==> src/sbc_pkg.sv <==
// ************************************************************
// Word format, timing and check code constants.
// ************************************************************
package sbc_pkg;

   localparam int WORD_W        = 12;
   localparam int RESP_W        = 3;
   localparam int CLK_PERIOD_NS = 4;
   localparam int WORD_TIME_US  = 300;
   localparam int BIT_TIME_NS   = (WORD_TIME_US * 1000) / WORD_W;
   localparam int BIT_CYCLES    = BIT_TIME_NS / CLK_PERIOD_NS;
   localparam int DIV_W         = 13;
   localparam int FIFO_DEPTH    = 8;

   localparam logic [3:0]  LAST_BIT   = 4'hB;
   localparam logic [1:0]  RESP_BITS  = 2'h3;
   localparam logic [2:0]  RESP_CODE  = 3'h5;
   // The polynomial holds the factor x+1, so any odd count of bit errors shows.
   localparam logic [11:0] CRC_POLY   = 12'h80F;
   localparam logic [11:0] CRC_INIT   = 12'h000;
   localparam logic [11:0] SYNC_WORD  = 12'h5A3;
   localparam logic [11:0] IDLE_WORD  = 12'hFFF;
   localparam logic [11:0] INTR_WORD  = 12'h3C6;
   localparam logic [11:0] TEST_WORD  = 12'hA5C;

   typedef enum logic [2:0] {TX_IDLE, TX_SYNC, TX_DATA, TX_CHECK, TX_GAP} sbc_tx_state_t;
   typedef enum logic [0:0] {RX_HUNT, RX_BLOCK} sbc_rx_state_t;

   // ************************************************************
   // Serial cyclic code over one word, most significant bit first.
   // ************************************************************
   function automatic logic [11:0] sbc_crc_word(input logic [11:0] crc_in,
                                                input logic [11:0] data,
                                                input logic [11:0] poly);
      logic [11:0] c;
      logic        fb;
      c = crc_in;
      for (int i = WORD_W - 1; i >= 0; i--) begin
         fb = c[11] ^ data[i];
         c  = {c[10:0], 1'b0};
         if (fb) begin
            c = c ^ poly;
         end
      end
      return c;
   endfunction

endpackage

==> src/sbc_line_controller.sv <==
`timescale 1ns/1ns

// ************************************************************
// Word buffer between the host and the transmitter.
// ************************************************************
module sbc_fifo #(
   parameter int W     = 12,
   parameter int DEPTH = 8
) (
   // Clock and reset.
   input  wire logic         core_clk_i,
   input  wire logic         sys_rst_i,
   // Filling side.
   input  wire logic [W-1:0] in_data_i,
   input  wire logic         in_valid_i,
   output logic              in_ready_o,
   // Draining side.
   output logic [W-1:0]      out_data_o,
   output logic              out_valid_o,
   input  wire logic         out_ready_i
);
   localparam int AW = $clog2(DEPTH);
   typedef struct packed {
      logic [DEPTH-1:0][W-1:0] mem;
      logic [AW-1:0]           wptr;
      logic [AW-1:0]           rptr;
      logic [AW:0]             cnt;
      logic                    full;
      logic                    empty;
   } sbc_fifo_state_t;
   sbc_fifo_state_t s_ff;
   sbc_fifo_state_t nxt_s;
   logic            push;
   logic            pop;

   always_comb begin
      nxt_s = s_ff;
      push  = in_valid_i && !s_ff.full;
      pop   = out_ready_i && !s_ff.empty;
      nxt_s.mem[s_ff.wptr] = push ? in_data_i : s_ff.mem[s_ff.wptr];
      nxt_s.wptr           = push ? AW'(s_ff.wptr + 1'b1) : s_ff.wptr;
      nxt_s.rptr           = pop ? AW'(s_ff.rptr + 1'b1) : s_ff.rptr;
      nxt_s.cnt   = (AW + 1)'(s_ff.cnt + {AW'(0), push} - {AW'(0), pop});
      nxt_s.full  = (nxt_s.cnt == (AW + 1)'(DEPTH));
      nxt_s.empty = (nxt_s.cnt == '0);
   end
   always_ff @(posedge core_clk_i) begin
      if (sys_rst_i) begin
         s_ff       <= '0;
         s_ff.empty <= 1'b1;
      end else begin
         s_ff <= nxt_s;
      end
   end
   assign in_ready_o  = !s_ff.full;
   assign out_valid_o = !s_ff.empty;
   assign out_data_o  = s_ff.mem[s_ff.rptr];
endmodule // sbc_fifo

// ************************************************************
// Line controller: block check, sync response, test block.
// ************************************************************
// What this block does
// - An interrupt word from the remote end raises a sticky remote attention flag.
// - Every received block is checked here and a failure is flagged to the host.
// - The sender computes a check word and sends it right after the last data word.
// - The receiver compares the received check word with its own code.
// - The check word is a 12-bit cyclic code built serially over data bits.
// - The code catches any odd error count and every burst of 12 bits or less.
// - A local test sends sync, one fixed data word and its check word.
// - On detecting a sync word the receiver sends a response code back.
// - The response goes out while data reception carries on undisturbed.
// - The sender shows the host whether its sync word was acknowledged.
// - At the 12th bit after the check word a mismatch sets the cyclic error flag.
// - A cyclic error also sets the summary error flag.
// - The 3-bit response clears the sender's sync-not-acknowledged flag.
// - Words move serially at one 12-bit word per 300 microseconds.
module sbc_line_controller
   import sbc_pkg::*;
#(
   parameter int          BIT_CYCLES_P = BIT_CYCLES,
   parameter logic [11:0] CRC_POLY_P   = CRC_POLY,
   parameter logic [11:0] CRC_INIT_P   = CRC_INIT
) (
   // Clock and reset.
   input  wire logic        core_clk_i,
   input  wire logic        sys_rst_i,
   // Host transmit side.
   input  wire logic [11:0] tx_data_i,
   input  wire logic        tx_valid_i,
   output logic             tx_ready_o,
   input  wire logic        tx_start_i,
   input  wire logic        test_start_i,
   // Host receive side.
   input  wire logic        rx_enable_i,
   output logic [11:0]      rx_data_o,
   output logic             rx_valid_o,
   // Status and clears.
   output logic             tx_busy_o,
   output logic             sync_nak_o,
   output logic             cyc_err_o,
   output logic             err_sum_o,
   output logic             remote_intr_o,
   input  wire logic        err_clr_i,
   input  wire logic        intr_clr_i,
   // Serial line toward the data set.
   output logic             line_tx_o,
   input  wire logic        line_rx_i,
   output logic             resp_tx_o,
   input  wire logic        resp_rx_i
);

   typedef struct packed {
      logic [DIV_W-1:0] div;
      sbc_tx_state_t    tx_st;
      logic [11:0]      tx_sh;
      logic [3:0]       tx_cnt;
      logic [11:0]      tx_crc;
      logic             tx_test;
      logic             tx_busy;
      logic             line_tx;
      logic             sync_nak;
      logic [2:0]       rsp_in;
      logic [2:0]       rsp_out;
      logic [1:0]       rsp_cnt;
      logic             resp_tx;
      sbc_rx_state_t    rx_st;
      logic [11:0]      rx_sh;
      logic [3:0]       rx_cnt;
      logic [11:0]      rx_held;
      logic             held_v;
      logic [11:0]      rx_crc;
      logic [11:0]      rx_data;
      logic             rx_valid;
      logic             cyc_err;
      logic             err_sum;
      logic             rintr;
   } sbc_top_state_t;
   sbc_top_state_t s_ff;
   sbc_top_state_t nxt_s;
   logic           bit_en;
   logic           tx_go;
   logic           rsp_hit;
   logic           rx_word_end;
   logic [11:0]    rx_shift;
   logic [11:0]    fifo_data;
   logic           fifo_valid;
   logic           fifo_pop;
   logic           set_err;
   logic           set_intr;
   assign bit_en      = (s_ff.div == DIV_W'(BIT_CYCLES_P - 1));
   assign tx_go       = (s_ff.tx_st == TX_IDLE) && (tx_start_i || test_start_i);
   assign rx_shift    = {s_ff.rx_sh[10:0], line_rx_i};
   assign rsp_hit     = bit_en && ({s_ff.rsp_in[1:0], resp_rx_i} == RESP_CODE);
   assign rx_word_end = bit_en && (s_ff.rx_st == RX_BLOCK) && (s_ff.rx_cnt == LAST_BIT);
   // The buffer lets the host run a word or more ahead of the serial line.
   sbc_fifo #(
      .W     (WORD_W),
      .DEPTH (FIFO_DEPTH)
   ) u_fifo (
      .core_clk_i  (core_clk_i),
      .sys_rst_i   (sys_rst_i),
      .in_data_i   (tx_data_i),
      .in_valid_i  (tx_valid_i),
      .in_ready_o  (tx_ready_o),
      .out_data_o  (fifo_data),
      .out_valid_o (fifo_valid),
      .out_ready_i (fifo_pop)
   );

   // ************************************************************
   // Next state.
   // ************************************************************
   always_comb begin
      nxt_s      = s_ff;
      fifo_pop   = 1'b0;
      set_err    = 1'b0;
      set_intr   = 1'b0;
      nxt_s.div  = bit_en ? '0 : DIV_W'(s_ff.div + 1'b1);
      nxt_s.rx_valid = 1'b0;
      if (rsp_hit) begin
         nxt_s.sync_nak = 1'b0;
         nxt_s.rsp_in   = '0;
      end else if (bit_en) begin
         nxt_s.rsp_in = {s_ff.rsp_in[1:0], resp_rx_i};
      end
      if (tx_go) begin
         nxt_s.tx_st    = TX_SYNC;
         nxt_s.tx_sh    = SYNC_WORD;
         nxt_s.tx_cnt   = '0;
         nxt_s.tx_crc   = CRC_INIT_P;
         nxt_s.tx_test  = test_start_i;
         nxt_s.sync_nak = 1'b1;
      end else if (bit_en && s_ff.tx_st != TX_IDLE) begin
         nxt_s.line_tx = s_ff.tx_sh[11];
         nxt_s.tx_sh   = {s_ff.tx_sh[10:0], 1'b1};
         nxt_s.tx_cnt  = (s_ff.tx_cnt == LAST_BIT) ? 4'h0 : s_ff.tx_cnt + 4'h1;
         if (s_ff.tx_cnt == LAST_BIT) begin
            case (s_ff.tx_st)
               TX_SYNC, TX_DATA: begin
                  if (s_ff.tx_test && s_ff.tx_st == TX_SYNC) begin
                     nxt_s.tx_st  = TX_DATA;
                     nxt_s.tx_sh  = TEST_WORD;
                     nxt_s.tx_crc = sbc_crc_word(s_ff.tx_crc, TEST_WORD, CRC_POLY_P);
                  end else if (!s_ff.tx_test && fifo_valid) begin
                     fifo_pop     = 1'b1;
                     nxt_s.tx_st  = TX_DATA;
                     nxt_s.tx_sh  = fifo_data;
                     nxt_s.tx_crc = sbc_crc_word(s_ff.tx_crc, fifo_data, CRC_POLY_P);
                  end else begin
                     nxt_s.tx_st = TX_CHECK;
                     nxt_s.tx_sh = s_ff.tx_crc;
                  end
               end
               TX_CHECK: begin
                  // The idle word closes the block so the far receiver can check it.
                  nxt_s.tx_st = TX_GAP;
                  nxt_s.tx_sh = IDLE_WORD;
               end
               default: begin
                  nxt_s.tx_st = TX_IDLE;
               end
            endcase
         end
      end
      nxt_s.tx_busy = (nxt_s.tx_st != TX_IDLE);
      if (bit_en) begin
         if (s_ff.rsp_cnt != '0) begin
            nxt_s.resp_tx = s_ff.rsp_out[2];
            nxt_s.rsp_out = {s_ff.rsp_out[1:0], 1'b0};
            nxt_s.rsp_cnt = s_ff.rsp_cnt - 2'h1;
         end else begin
            nxt_s.resp_tx = 1'b0;
         end
         nxt_s.rx_sh = rx_shift;
         case (s_ff.rx_st)
            RX_HUNT: begin
               if (rx_enable_i && rx_shift == SYNC_WORD) begin
                  nxt_s.rx_st   = RX_BLOCK;
                  nxt_s.rx_cnt  = '0;
                  nxt_s.held_v  = 1'b0;
                  nxt_s.rx_crc  = CRC_INIT_P;
                  nxt_s.rsp_out = RESP_CODE;
                  nxt_s.rsp_cnt = RESP_BITS;
               end else if (rx_shift == INTR_WORD) begin
                  set_intr = 1'b1;
               end
            end
            RX_BLOCK: begin
               nxt_s.rx_cnt = (s_ff.rx_cnt == LAST_BIT) ? 4'h0 : s_ff.rx_cnt + 4'h1;
               if (!rx_enable_i) begin
                  nxt_s.rx_st = RX_HUNT;
               end else if (s_ff.rx_cnt == LAST_BIT) begin
                  if (rx_shift == IDLE_WORD) begin
                     // A data word equal to the idle pattern ends the block early.
                     nxt_s.rx_st = RX_HUNT;
                     set_err     = !s_ff.held_v || (s_ff.rx_held != s_ff.rx_crc);
                  end else begin
                     if (s_ff.held_v) begin
                        nxt_s.rx_crc   = sbc_crc_word(s_ff.rx_crc, s_ff.rx_held, CRC_POLY_P);
                        nxt_s.rx_data  = s_ff.rx_held;
                        nxt_s.rx_valid = 1'b1;
                     end
                     nxt_s.rx_held = rx_shift;
                     nxt_s.held_v  = 1'b1;
                  end
               end
            end
            default: begin
               nxt_s.rx_st = RX_HUNT;
            end
         endcase
      end
      // A new event wins over a clear in the same cycle.
      nxt_s.cyc_err = set_err | (s_ff.cyc_err & ~err_clr_i);
      nxt_s.err_sum = set_err | (s_ff.err_sum & ~err_clr_i);
      nxt_s.rintr   = set_intr | (s_ff.rintr & ~intr_clr_i);
   end

   always_ff @(posedge core_clk_i) begin
      if (sys_rst_i) begin
         s_ff         <= '0;
         s_ff.line_tx <= 1'b1;
      end else begin
         s_ff <= nxt_s;
      end
   end
   assign line_tx_o     = s_ff.line_tx;
   assign resp_tx_o     = s_ff.resp_tx;
   assign rx_data_o     = s_ff.rx_data;
   assign rx_valid_o    = s_ff.rx_valid;
   assign tx_busy_o     = s_ff.tx_busy;
   assign sync_nak_o    = s_ff.sync_nak;
   assign cyc_err_o     = s_ff.cyc_err;
   assign err_sum_o     = s_ff.err_sum;
   assign remote_intr_o = s_ff.rintr;
endmodule // sbc_line_controller

==> config.mk <==
export PLATFORM = sky130hd
export DESIGN_NAME = sbc_line_controller
export DESIGN_NICKNAME = d
export VERILOG_FILES = /design/src/sbc_pkg.sv /design/src/sbc_line_controller.sv
export SDC_FILE = /design/constraint.sdc
export NUM_CORES = 1
export LEC_CHECK = 0
export BUFFER_PORTS_ARGS = -buffer_cell sky130_fd_sc_hd__buf_2
export CAP_MARGIN = 10
export CORE_MARGIN = 5
export CORE_UTILIZATION = 40
export CTS_CLUSTER_SIZE = 12
export DETAILED_ROUTE_END_ITERATION = 10
export PLACE_DENSITY = 0.6
export REMOVE_ABC_BUFFERS = 1
export SKIP_LAST_GASP = 1
export SLEW_MARGIN = 30
export SYNTH_ARGS = -nofsm -noshare
export SYNTH_HDL_FRONTEND = slang
export SYNTH_SLANG_ARGS = --single-unit
export TNS_END_PERCENT = 30
==> constraint.sdc <==
create_clock -name core_clk_i -period 2.9 [get_ports core_clk_i]
set_input_delay 0.435 -clock core_clk_i [delete_from_list [all_inputs] [get_ports core_clk_i]]
set_output_delay 0.435 -clock core_clk_i [all_outputs]
set_load 0.02 [all_outputs]
==> results of run 1 <==
==> cell usage in the layout, fill, tap and decap left out, drive strengths merged, types with 4 or more instances in the layout <==
| master | synthesis | final |
|---|---|---|
| xnor2 | 67 | 67 |
| a221oi | 6 | 6 |
| nand3 | 28 | 28 |
| mux2i | 58 | 58 |
| dfxtp | 221 | 221 |
| clkinv | 0 | 5 |
| mux4 | 28 | 28 |
| and3 | 5 | 5 |
| nand2b | 9 | 9 |
| o21ai | 32 | 32 |
| buf | 29 | 104 |
| a21oi | 163 | 163 |
| or3 | 10 | 10 |
| ha | 10 | 10 |
| o221ai | 7 | 7 |
| nand2 | 265 | 265 |
| mux2 | 8 | 8 |
| a211oi | 8 | 8 |
| nand4 | 6 | 6 |
| xor2 | 37 | 37 |
| inv | 16 | 17 |
| nor3 | 21 | 21 |
| and2 | 4 | 4 |
| a31oi | 6 | 6 |
| clkbuf | 74 | 37 |
| nand3b | 6 | 6 |
| a22oi | 20 | 20 |
| nor2b | 11 | 11 |
| nor2 | 135 | 135 |
| o211ai | 5 | 5 |
==> power by group <==
| part | internal, W | total, W | leakage (nW) | switching (W) |
|---|---|---|---|---|
| combinational | 0.000949 | 0.00225 | 2.41 | 0.00130 |
| clock | 0.00178 | 0.00304 | 0.385 | 0.00125 |
| sequential | 0.00320 | 0.00337 | 1.79 | 0.000170 |
| total | 0.00593 | 0.00866 | 4.58 | 0.00273 |
==> critical path, cell delays in order (launching register included) <==
cell,delay (ns)
dfxtp_1,0.41
buf_8,0.20
mux4_1,0.62
mux2i_4,0.20
xor2_1,0.21
xnor2_1,0.20
xor2_1,0.27
xnor3_1,0.44
o2bb2ai_1,0.13
==> worst paths after layout <==
check            startpoint   endpoint  slack, ns  cells after the start
min reg2reg       resp_tx_o  resp_tx_o       0.46                      2
min               err_clr_i  err_sum_o       0.18                      3
max reg2reg  u_fifo.s_ff[6]   s_ff[71]        0.1                      8
max          u_fifo.s_ff[6]   s_ff[71]        0.1                      8
==> through the flow <==
stage                     hold WS [ns]  instances  util [%]  worst slack (ns)  cell area (sq um)
after detailed placement        0.4435       1712     43.17          -0.01854              11990
after global placement          0.4397       1712     43.17           0.01903              11990
after CTS                       0.1637       1757     46.01           0.03907              12780
after global routing            0.1990       1758     46.28          -0.02694              12860
after floorplan                 0.4332       1231         -           -0.4881              10770
final                           0.1849       1758     46.28           0.09744              12860
==> area by class of cell <==
class                      instances  area share [%]
clock buffer                      37           5.527
clock inverter                     8          0.5839
inverter                          16          0.4671
multi-input combinational        994           49.45
sequential                       221           34.45
tap                              378           3.678
timing repair buffer             104           5.849
==> what timing repair did <==
action                     4_1_cts  5_1_grt
cloned                           0        0
pin swaps                        0        4
resized for setup                1       15
setup buffers                    0        1
setup endpoints to repair        1        4
==> flip-flops by register name, summed over array words and instances (netlist names), 11 cells and up <==
register / cells
s_ff: 82
u_fifo.s_ff: 108
rx_shift: 11
rx_data_o: 12
==> kinds of logic after synthesis <==
kind of cell               synth area share (%)
buffers and inverters                     4.835
and+or+nand+nor                           19.48
adders and majority gates                 1.289
muxes                                     12.48
AOI/OAI and AO/OA                         13.84
xor gates and xnor gates                  8.770
DFF                                       39.30
==> per-layer routing <==
metal	vias up	part of all wire, %
met1	4539	47
met4	0	3.0
met5	-	0
met3	62	4.6
met2	269	46
li1	4630	-
==> results_dict.tcl, run 1 <==
set metrics [dict create \
    ys_top_cells_by_area "dfxtp_1 39%, nand2_1 8.8%, a21oi_1 7.2%, xnor2_1 5.2%, mux2i_1 4.7%" \
    power_density_nw_per_um2 673.6 \
    wirelength_mm 30.15 \
    clock_latency_ns 0.52 \
    grt_pass1_vias 8967 \
    vdd_drop_max_uv 476.8 \
    fin_skew_ns 0.01235 \
    vias 9500 \
    drive_gt1_share_pct 14.06 \
    port_buffers 42 \
    drt_first_pass_iters 5 \
    crit_arrival_ns 3.20 \
    finalHoldViolCount 0 \
    start_util_pct 40.52 \
    diodes 0 \
    hold_path_class "in -> reg" \
    fin_crit_ns 2.803 \
    cts_tree "done" \
    startpoint_type "register" \
    avgRoutedWirePerCell_microns 17.15 \
    setup_viol 0 \
    slew_viol_final 0 \
    setup_tns_ns 0 \
    fill_cells 2733 \
    grt_busiest_layer "met2" \
    die_area_sq_um 31600 \
    total_power_w 0.008661 \
    antenna_found_initial 0 \
    grt-ovfl-total 0 \
    clock_path_buffers 3 \
    die_w_microns 177.8 \
    place.gp.congestion 0.9095 \
    syn_inst 1334 \
    area_delta_synth_final_pct 14.22 \
    grt_setup_unrepaired "yes" \
    cp_max_fo 12 \
    crit_path_end_kind "register" \
    numCtsBuffers 25 \
    cap_violations 0 \
    dpl.hpwl_mm 20.28 \
    grtUsageMet3_pct 2.556 \
    grtUsageMet1_pct 26.71 \
    worstMarginPinSlew_ns 0.7984 \
    core_area_sq_um 27780 \
    synth_area_sq_um 11260 \
    seq_area_frac_synth_pct 39.30 \
    cts-root-buf "clkbuf_16" \
    fin_crit_sh_pct 96.64 \
    cts.sinks 221 \
    synthDistinctLibCells 65 \
    ctsHoldBuffers 0 \
    use_met2_pct 30.24 \
    status "finished clean" \
    drt_first_iter_violations 756 \
    htree_num_levels 1 \
    ant_nets 0 \
    synthTopCellsByCount "265 x nand2_1, 221 x dfxtp_1, 162 x a21oi_1, 135 x nor2_1, 74 x clkbuf_1" \
    clk_pin_slew_ns 0.06 \
    num_rows 61 \
    grt_pass1_wl_mm 48.80 \
    drc 0 \
    multiInputGateArea_sq_um 6357 \
    grt_usage_pct 18.94 \
    grt_max_degree 98 \
    yosys_warnings 0 \
    syn_avg_cell_area_sq_um 8.439 \
    finalNetCount 1395 \
    synthFlopType "dfxtp_1" \
    synth.largest_area_cell "dfxtp_1" \
    critical_path_class "reg -> reg" \
    yosys.area.top_type_share_pct 39.30 \
    ios 43 \
    relSlewSlack_pct 46.77 \
    die_height_microns 177.8 \
    synth_edf_count 0 \
    viasPerCell 5.404 \
    worst-endpoint-required_ns 3.30 \
    timing.fmax_mhz 356.8 \
    ys_async_sr_fraction_pct 0 \
    seqCellArea_sq_um 4429 \
    p_leak_nw 4.582 \
    synth.most_common_cell "nand2_1" \
    ys_ff_latch 221 \
]
Note: power is estimated with default switching activity, not from simulation.
==> run 2, diff against run 1 <==
--- a/config.mk
+++ b/config.mk
@@ -12,7 +12,6 @@
 export CTS_CLUSTER_SIZE = 12
 export DETAILED_ROUTE_END_ITERATION = 10
 export PLACE_DENSITY = 0.6
-export REMOVE_ABC_BUFFERS = 1
 export SKIP_LAST_GASP = 1
 export SLEW_MARGIN = 30
 export SYNTH_ARGS = -nofsm -noshare
==> run 2 against run 1 <==
- sequential cell count unchanged
- critical endpoint unchanged
- sequential power about the same
- worst setup slack better by 0.024 ns
- largest power group unchanged
- largest cell class unchanged
- maximum frequency grew 0.85%
- die area unchanged
- worst hold slack worse by 0.015 ns
- count of clock-buffer cells in the layout is 2 higher
==> results_dict.tcl, run 2 (same netlist as run 1, synthesis figures left out) <==
set metrics [dict create \
    grt_pass1_vias 8837 \
    ant_nets 0 \
    crit_path_end_kind "register" \
    core_area_sq_um 27780 \
    die_height_microns 177.8 \
    grt_pass1_wl_mm 48.52 \
    post-route-cell-area_sq_um 12900 \
    final_cell_mix "265 x nand2_1, 218 x dfxtp_1, 161 x a21oi_1" \
    status "finished clean" \
    largest_register_ffs 108 \
    r2r-start "u_fifo.s_ff[6]" \
    cts-root-buf "clkbuf_16" \
    finalHoldViolCount 0 \
    cp_max_fo 11 \
    power_density_nw_per_um2 690.5 \
    grt_usage_pct 18.98 \
    dpl.hpwl_mm 20.36 \
    wirelength_mm 30.72 \
    clkPwrFrac_pct 35.8 \
    port_buffers 42 \
    drc 0 \
    crit_arrival_ns 3.18 \
    antenna_found_initial 0 \
    critical_path_class "reg -> reg" \
    path_buf_inv 1 \
    viasPerCell 5.367 \
    path_depth 8 \
    syn-num-nets 1367 \
    htree_num_levels 1 \
    ios 43 \
    drt_first_pass_iters 5 \
    fin_hold_ws_ns 0.1699 \
    vias 9413 \
    fin_skew_ns 0.02185 \
    hold_path_depth 3 \
    r2r-end "s_ff[71]" \
    area_delta_synth_final_pct 14.57 \
    critical_path.top_delay_family "XOR/XNOR gates" \
    finalNetCount 1392 \
    clock_path_buffers 3 \
    cp_cell_sequence "buf_12 -> mux4_1 -> xnor2_1 -> nor2_1 -> a21oi_2 -> xnor3_2 -> xnor3_1 -> o2bb2ai_1" \
    die_area_sq_um 31600 \
    die_w_microns 177.8 \
    drt_first_iter_violations 696 \
    grt_setup_unrepaired "yes" \
    seqPwrFrac_pct 37.7 \
    switching_share_pct 31.23 \
    endpoint "s_ff[71]" \
    avgRoutedWirePerCell_microns 17.51 \
    pwr-share-comb_pct 26.5 \
    slew_viol_final 0 \
    dp.cells 1707 \
    fin_crit_sh_pct 95.82 \
    critPathMaxStageDelay_ns 0.62 \
    final_core_utilization_pct 46.42 \
    grt_max_degree 93 \
    total_power_w 0.008906 \
    final_cells 1754 \
    place_area_sq_um 11970 \
    vdd_drop_max_uv 512.7 \
    rrSetupSlack_ns 0.12 \
    numCtsBuffers 25 \
    p_int_w 0.006124 \
    start_util_pct 40.52 \
    cts_tree "done" \
    p_leak_nw 4.597 \
    r2r_cells 8 \
    worstMarginPinSlew_ns 0.8618 \
    clock_latency_ns 0.54 \
    place.gp.congestion 0.8606 \
    drive_gt1_share_pct 14.17 \
    worst_path_max_delay_cell "mux4_1" \
    timing.fmax_mhz 359.9 \
    setup_viol 0 \
    startpoint_type "register" \
    final_common_cell "nand2_1" \
    hold_path_class "in -> reg" \
    switchingPower_w 0.002782 \
    clk_pin_slew_ns 0.06 \
    fin_crit_ns 2.779 \
    grt-ovfl-total 0 \
    cts.sinks 221 \
    top_register "u_fifo.s_ff" \
    relSlewSlack_pct 42.39 \
    diodes 0 \
    num_rows 61 \
    worst-endpoint-required_ns 3.30 \
    cp-startpoint "u_fifo.s_ff[6]" \
    cap_violations 0 \
]
==> run 2: changes by cell type in the layout (fill, tap and decap cells not counted), sizes merged <==
cell      delta
buf          -4
clkbuf       +3
clkinv       -3
clkinvlp     -1
inv          +1
==> run 2: repair_timing <==
action / 4_1_cts / 5_1_grt
setup endpoints to repair: 0 / 4
resized for setup: 0 / 11
setup buffers: 0 / 2
hold buffers: 0 / 0
==> run 2: routing by layer <==
metal	track usage, %	vias up	wire, microns
li1	-	4630	-
met2	30.94	284	14020
met1	26.49	4450	14010
met4	4.318	0	637
met3	3.174	49	2046
met5	0	-	0
==> run 2: per-stage QoR <==
stage | setup WS [ns] | setup TNS [ns]
global route | -0.03254 | -0.09270
CTS | 0.003010 | 0
floorplan | 0.03882 | 0
global placement | 0.09871 | 0
detailed placement | 0.03391 | 0
finish | 0.1211 | 0
==> run 2: area by class of cell <==
class | instances | area, sq um
Clock buffer | 39 | 778.2
Clock inverter | 5 | 60.06
Fill cell | 2769 | 14880
Inverter | 16 | 60.06
Multi-Input combinational cell | 994 | 6359
Sequential cell | 221 | 4428
Tap cell | 378 | 473.0
Timing Repair Buffer | 101 | 739.5
==> run 2: how the worst min path moves through the flow <==
stage	startpoint	endpoint	slack, ns
floorplan	s_ff[96]	s_ff[96]	0.43
global placement	resp_tx_o	resp_tx_o	0.44
detailed placement	resp_tx_o	resp_tx_o	0.44
CTS	err_clr_i	err_sum_o	0.15
global route	err_clr_i	err_sum_o	0.19
finish	err_clr_i	err_sum_o	0.17
==> run 2: power groups by stage <==
stage / sequential, W / clock [W] / combinational [W]
global route: 0.00338 / 0.00339 / 0.00254
global placement: 0.00342 / 0 / 0.00223
CTS: 0.00335 / 0.00327 / 0.00227
detailed placement: 0.00342 / 0 / 0.00225
floorplan: 0.00334 / 0 / 0.00164
finish: 0.00336 / 0.00319 / 0.00236
==> run 2: worst min-delay path, cell delays in order <==
cell	delay (ns)
buf_2	0.08
nand2b_1	0.09
a21oi_1	0.05
==> run 3, diff against run 2 <==
--- a/config.mk
+++ b/config.mk
@@ -12,7 +12,8 @@
 export CTS_CLUSTER_SIZE = 12
 export DETAILED_ROUTE_END_ITERATION = 10
 export PLACE_DENSITY = 0.6
-export SKIP_LAST_GASP = 1
+export REMOVE_ABC_BUFFERS = 1
+export SETUP_SLACK_MARGIN = 0.05
 export SLEW_MARGIN = 30
 export SYNTH_ARGS = -nofsm -noshare
 export SYNTH_HDL_FRONTEND = slang
==> run 3 against run 2 <==
- combinational power is 5% lower
- utilization fell by 0.14 points
- maximum frequency fell by 0.23%
- non-clock buffer count up 3
- count of clock-buffer cells in the layout decreased by 2
- critical path type unchanged
- critical endpoint unchanged
==> results_dict.tcl, run 3 (same netlist as run 1, synthesis figures left out) <==
set metrics [dict create \
    cp_max_fo 10 \
    p_leak_nw 4.583 \
    crit_path_end_kind "register" \
    relSlewSlack_pct 46.53 \
    setup_tns_ns 0 \
    cts-root-buf "clkbuf_16" \
    rrSetupSlack_ns 0.11 \
    hold_end "err_sum_o" \
    clock_latency_ns 0.52 \
    antenna_found_initial 0 \
    die_height_microns 177.8 \
    port_buffers 42 \
    worst-endpoint-required_ns 3.30 \
    crit_arrival_ns 3.19 \
    timing.fmax_mhz 359.0 \
    worst_path_max_delay_cell "mux4_2" \
    wirelength_mm 30.21 \
    num_rows 61 \
    numCtsBuffers 25 \
    fin_crit_sh_pct 96.05 \
    vdd_drop_max_uv 478.5 \
    slew_viol_final 0 \
    r2r-end "s_ff[71]" \
    finalHoldViolCount 0 \
    setup_viol 0 \
    diodes 0 \
    ant_nets 0 \
    avgRoutedWirePerCell_microns 17.19 \
    grt_usage_pct 18.95 \
    htree_num_levels 1 \
    largest_register_ffs 108 \
    r2r-start "u_fifo.s_ff[7]" \
    drc 0 \
    critical_path_class "reg -> reg" \
    grt_pass1_vias 8970 \
    final.setup.worst_slack_ns 0.1147 \
    total_power_w 0.008668 \
    place_ws_ns -0.01854 \
    cap_violations 0 \
    clk_pin_slew_ns 0.06 \
    ctsHoldBuffers 0 \
    final_cell_mix "264 x nand2_1, 216 x dfxtp_1, 161 x a21oi_1" \
    ios 43 \
    cts.sinks 221 \
    top_register "u_fifo.s_ff" \
    dpl.hpwl_mm 20.28 \
    drive_gt1_share_pct 14.13 \
    hold_path_class "in -> reg" \
    fin_crit_ns 2.785 \
    clock_path_buffers 3 \
    final_common_cell "nand2_1" \
    r2r_cells 9 \
    grt_max_degree 98 \
    start_util_pct 40.52 \
    grt-ovfl-total 0 \
    finalNetCount 1395 \
    critPathMaxStageDelay_ns 0.53 \
    status "finished clean" \
    die_w_microns 177.8 \
    fin_skew_ns 0.01078 \
    die_area_sq_um 31600 \
    worstMarginPinSlew_ns 0.8020 \
    cp_cell_sequence "buf_12 -> buf_4 -> mux4_2 -> mux2i_4 -> xor2_2 -> xnor2_1 -> xor2_1 -> xnor3_1 -> o2bb2ai_1" \
    cts_tree "done" \
    place.gp.congestion 0.9095 \
    hold_start "err_clr_i" \
    vias 9501 \
    power_density_nw_per_um2 674.1 \
    grt_setup_unrepaired "yes" \
    drt_first_iter_violations 751 \
    drt_first_pass_iters 5 \
    area_delta_synth_final_pct 14.23 \
    hold_path_depth 3 \
    startpoint_type "register" \
    grt_pass1_wl_mm 48.82 \
    viasPerCell 5.404 \
    core_area_sq_um 27780 \
]
==> run 3: changes by cell type in the layout (fill, tap and decap cells not counted), moves of 2 or more <==
cell / change
dfxtp_1: -2
mux4_2: -2
clkbuf_8: -6
mux4_1: +2
clkbuf_1: +4
buf_4: +3
dfxtp_2: +2
clkinv_2: +2
==> run 3: metal layers <==
| layer | up-vias | share of wire (%) | track usage (%) |
|---|---|---|---|
| li1 | 4640 | - | - |
| met1 | 4542 | 47 | 26.72 |
| met2 | 261 | 46 | 30.25 |
| met3 | 58 | 4.7 | 2.556 |
| met4 | 0 | 2.9 | 5.833 |
| met5 | - | 0 | 0 |
==> run 3: worst max path at each step <==
| stage | depth (start not counted) | end | startpoint | slack, ns |
|---|---|---|---|---|
| floorplan | 7 | rx_data_o[0] | s_ff[102] | -0.49 |
| global placement | 14 | u_fifo.s_ff[0] | s_ff[103] | 0.02 |
| detailed placement | 14 | u_fifo.s_ff[0] | s_ff[103] | -0.02 |
| CTS | 14 | u_fifo.s_ff[0] | s_ff[103] | 0.04 |
| global route | 13 | u_fifo.s_ff[0] | s_ff[84] | -0.005 |
| finish | 9 | s_ff[71] | u_fifo.s_ff[7] | 0.11 |
==> run 3: timing repair <==
item                       4_1_cts  5_1_grt
setup endpoints to repair        3        5
resized for setup                2       15
buffers inserted                 0        1
pin swaps                        0        4
==> run 3: through the flow <==
| step | utilization, % | hold WS (ns) | cell area (sq um) | instances |
|---|---|---|---|---|
| 2_1_floorplan | - | 0.4332 | 10770 | 1231 |
| 3_3_place_gp | 43.17 | 0.4397 | 11990 | 1712 |
| 3_5_place_dp | 43.17 | 0.4435 | 11990 | 1712 |
| 4_1_cts | 46.02 | 0.1637 | 12780 | 1757 |
| 5_1_grt | 46.28 | 0.1990 | 12860 | 1758 |
| 6_report | 46.28 | 0.1866 | 12860 | 1758 |
==> run 3: area by class of cell <==
cell class / count / area (sq um)
Clock buffer: 37 / 710.7
Clock inverter: 8 / 75.07
Fill cell: 2737 / 14920
Inverter: 16 / 60.06
Multi-Input combinational cell: 994 / 6357
Sequential cell: 221 / 4431
Tap cell: 378 / 473.0
Timing Repair Buffer: 104 / 752.0
==> run 3: power by group <==
part	leakage, nW	switching [W]	internal (W)
clock network	0.385	0.00126	0.00178
logic	2.41	0.00131	0.000949
registers	1.79	0.000170	0.00320
==> run 3: worst max-delay path: cells and delay by family, from the launching register on <==
family | cells | cell delay [ns]
AO/OA/AOI/OAI | 1 | 0.13
XOR/XNOR | 4 | 1.10
buffers and inverters | 2 | 0.30
flip-flops | 1 | 0.36
multiplexers | 2 | 0.77
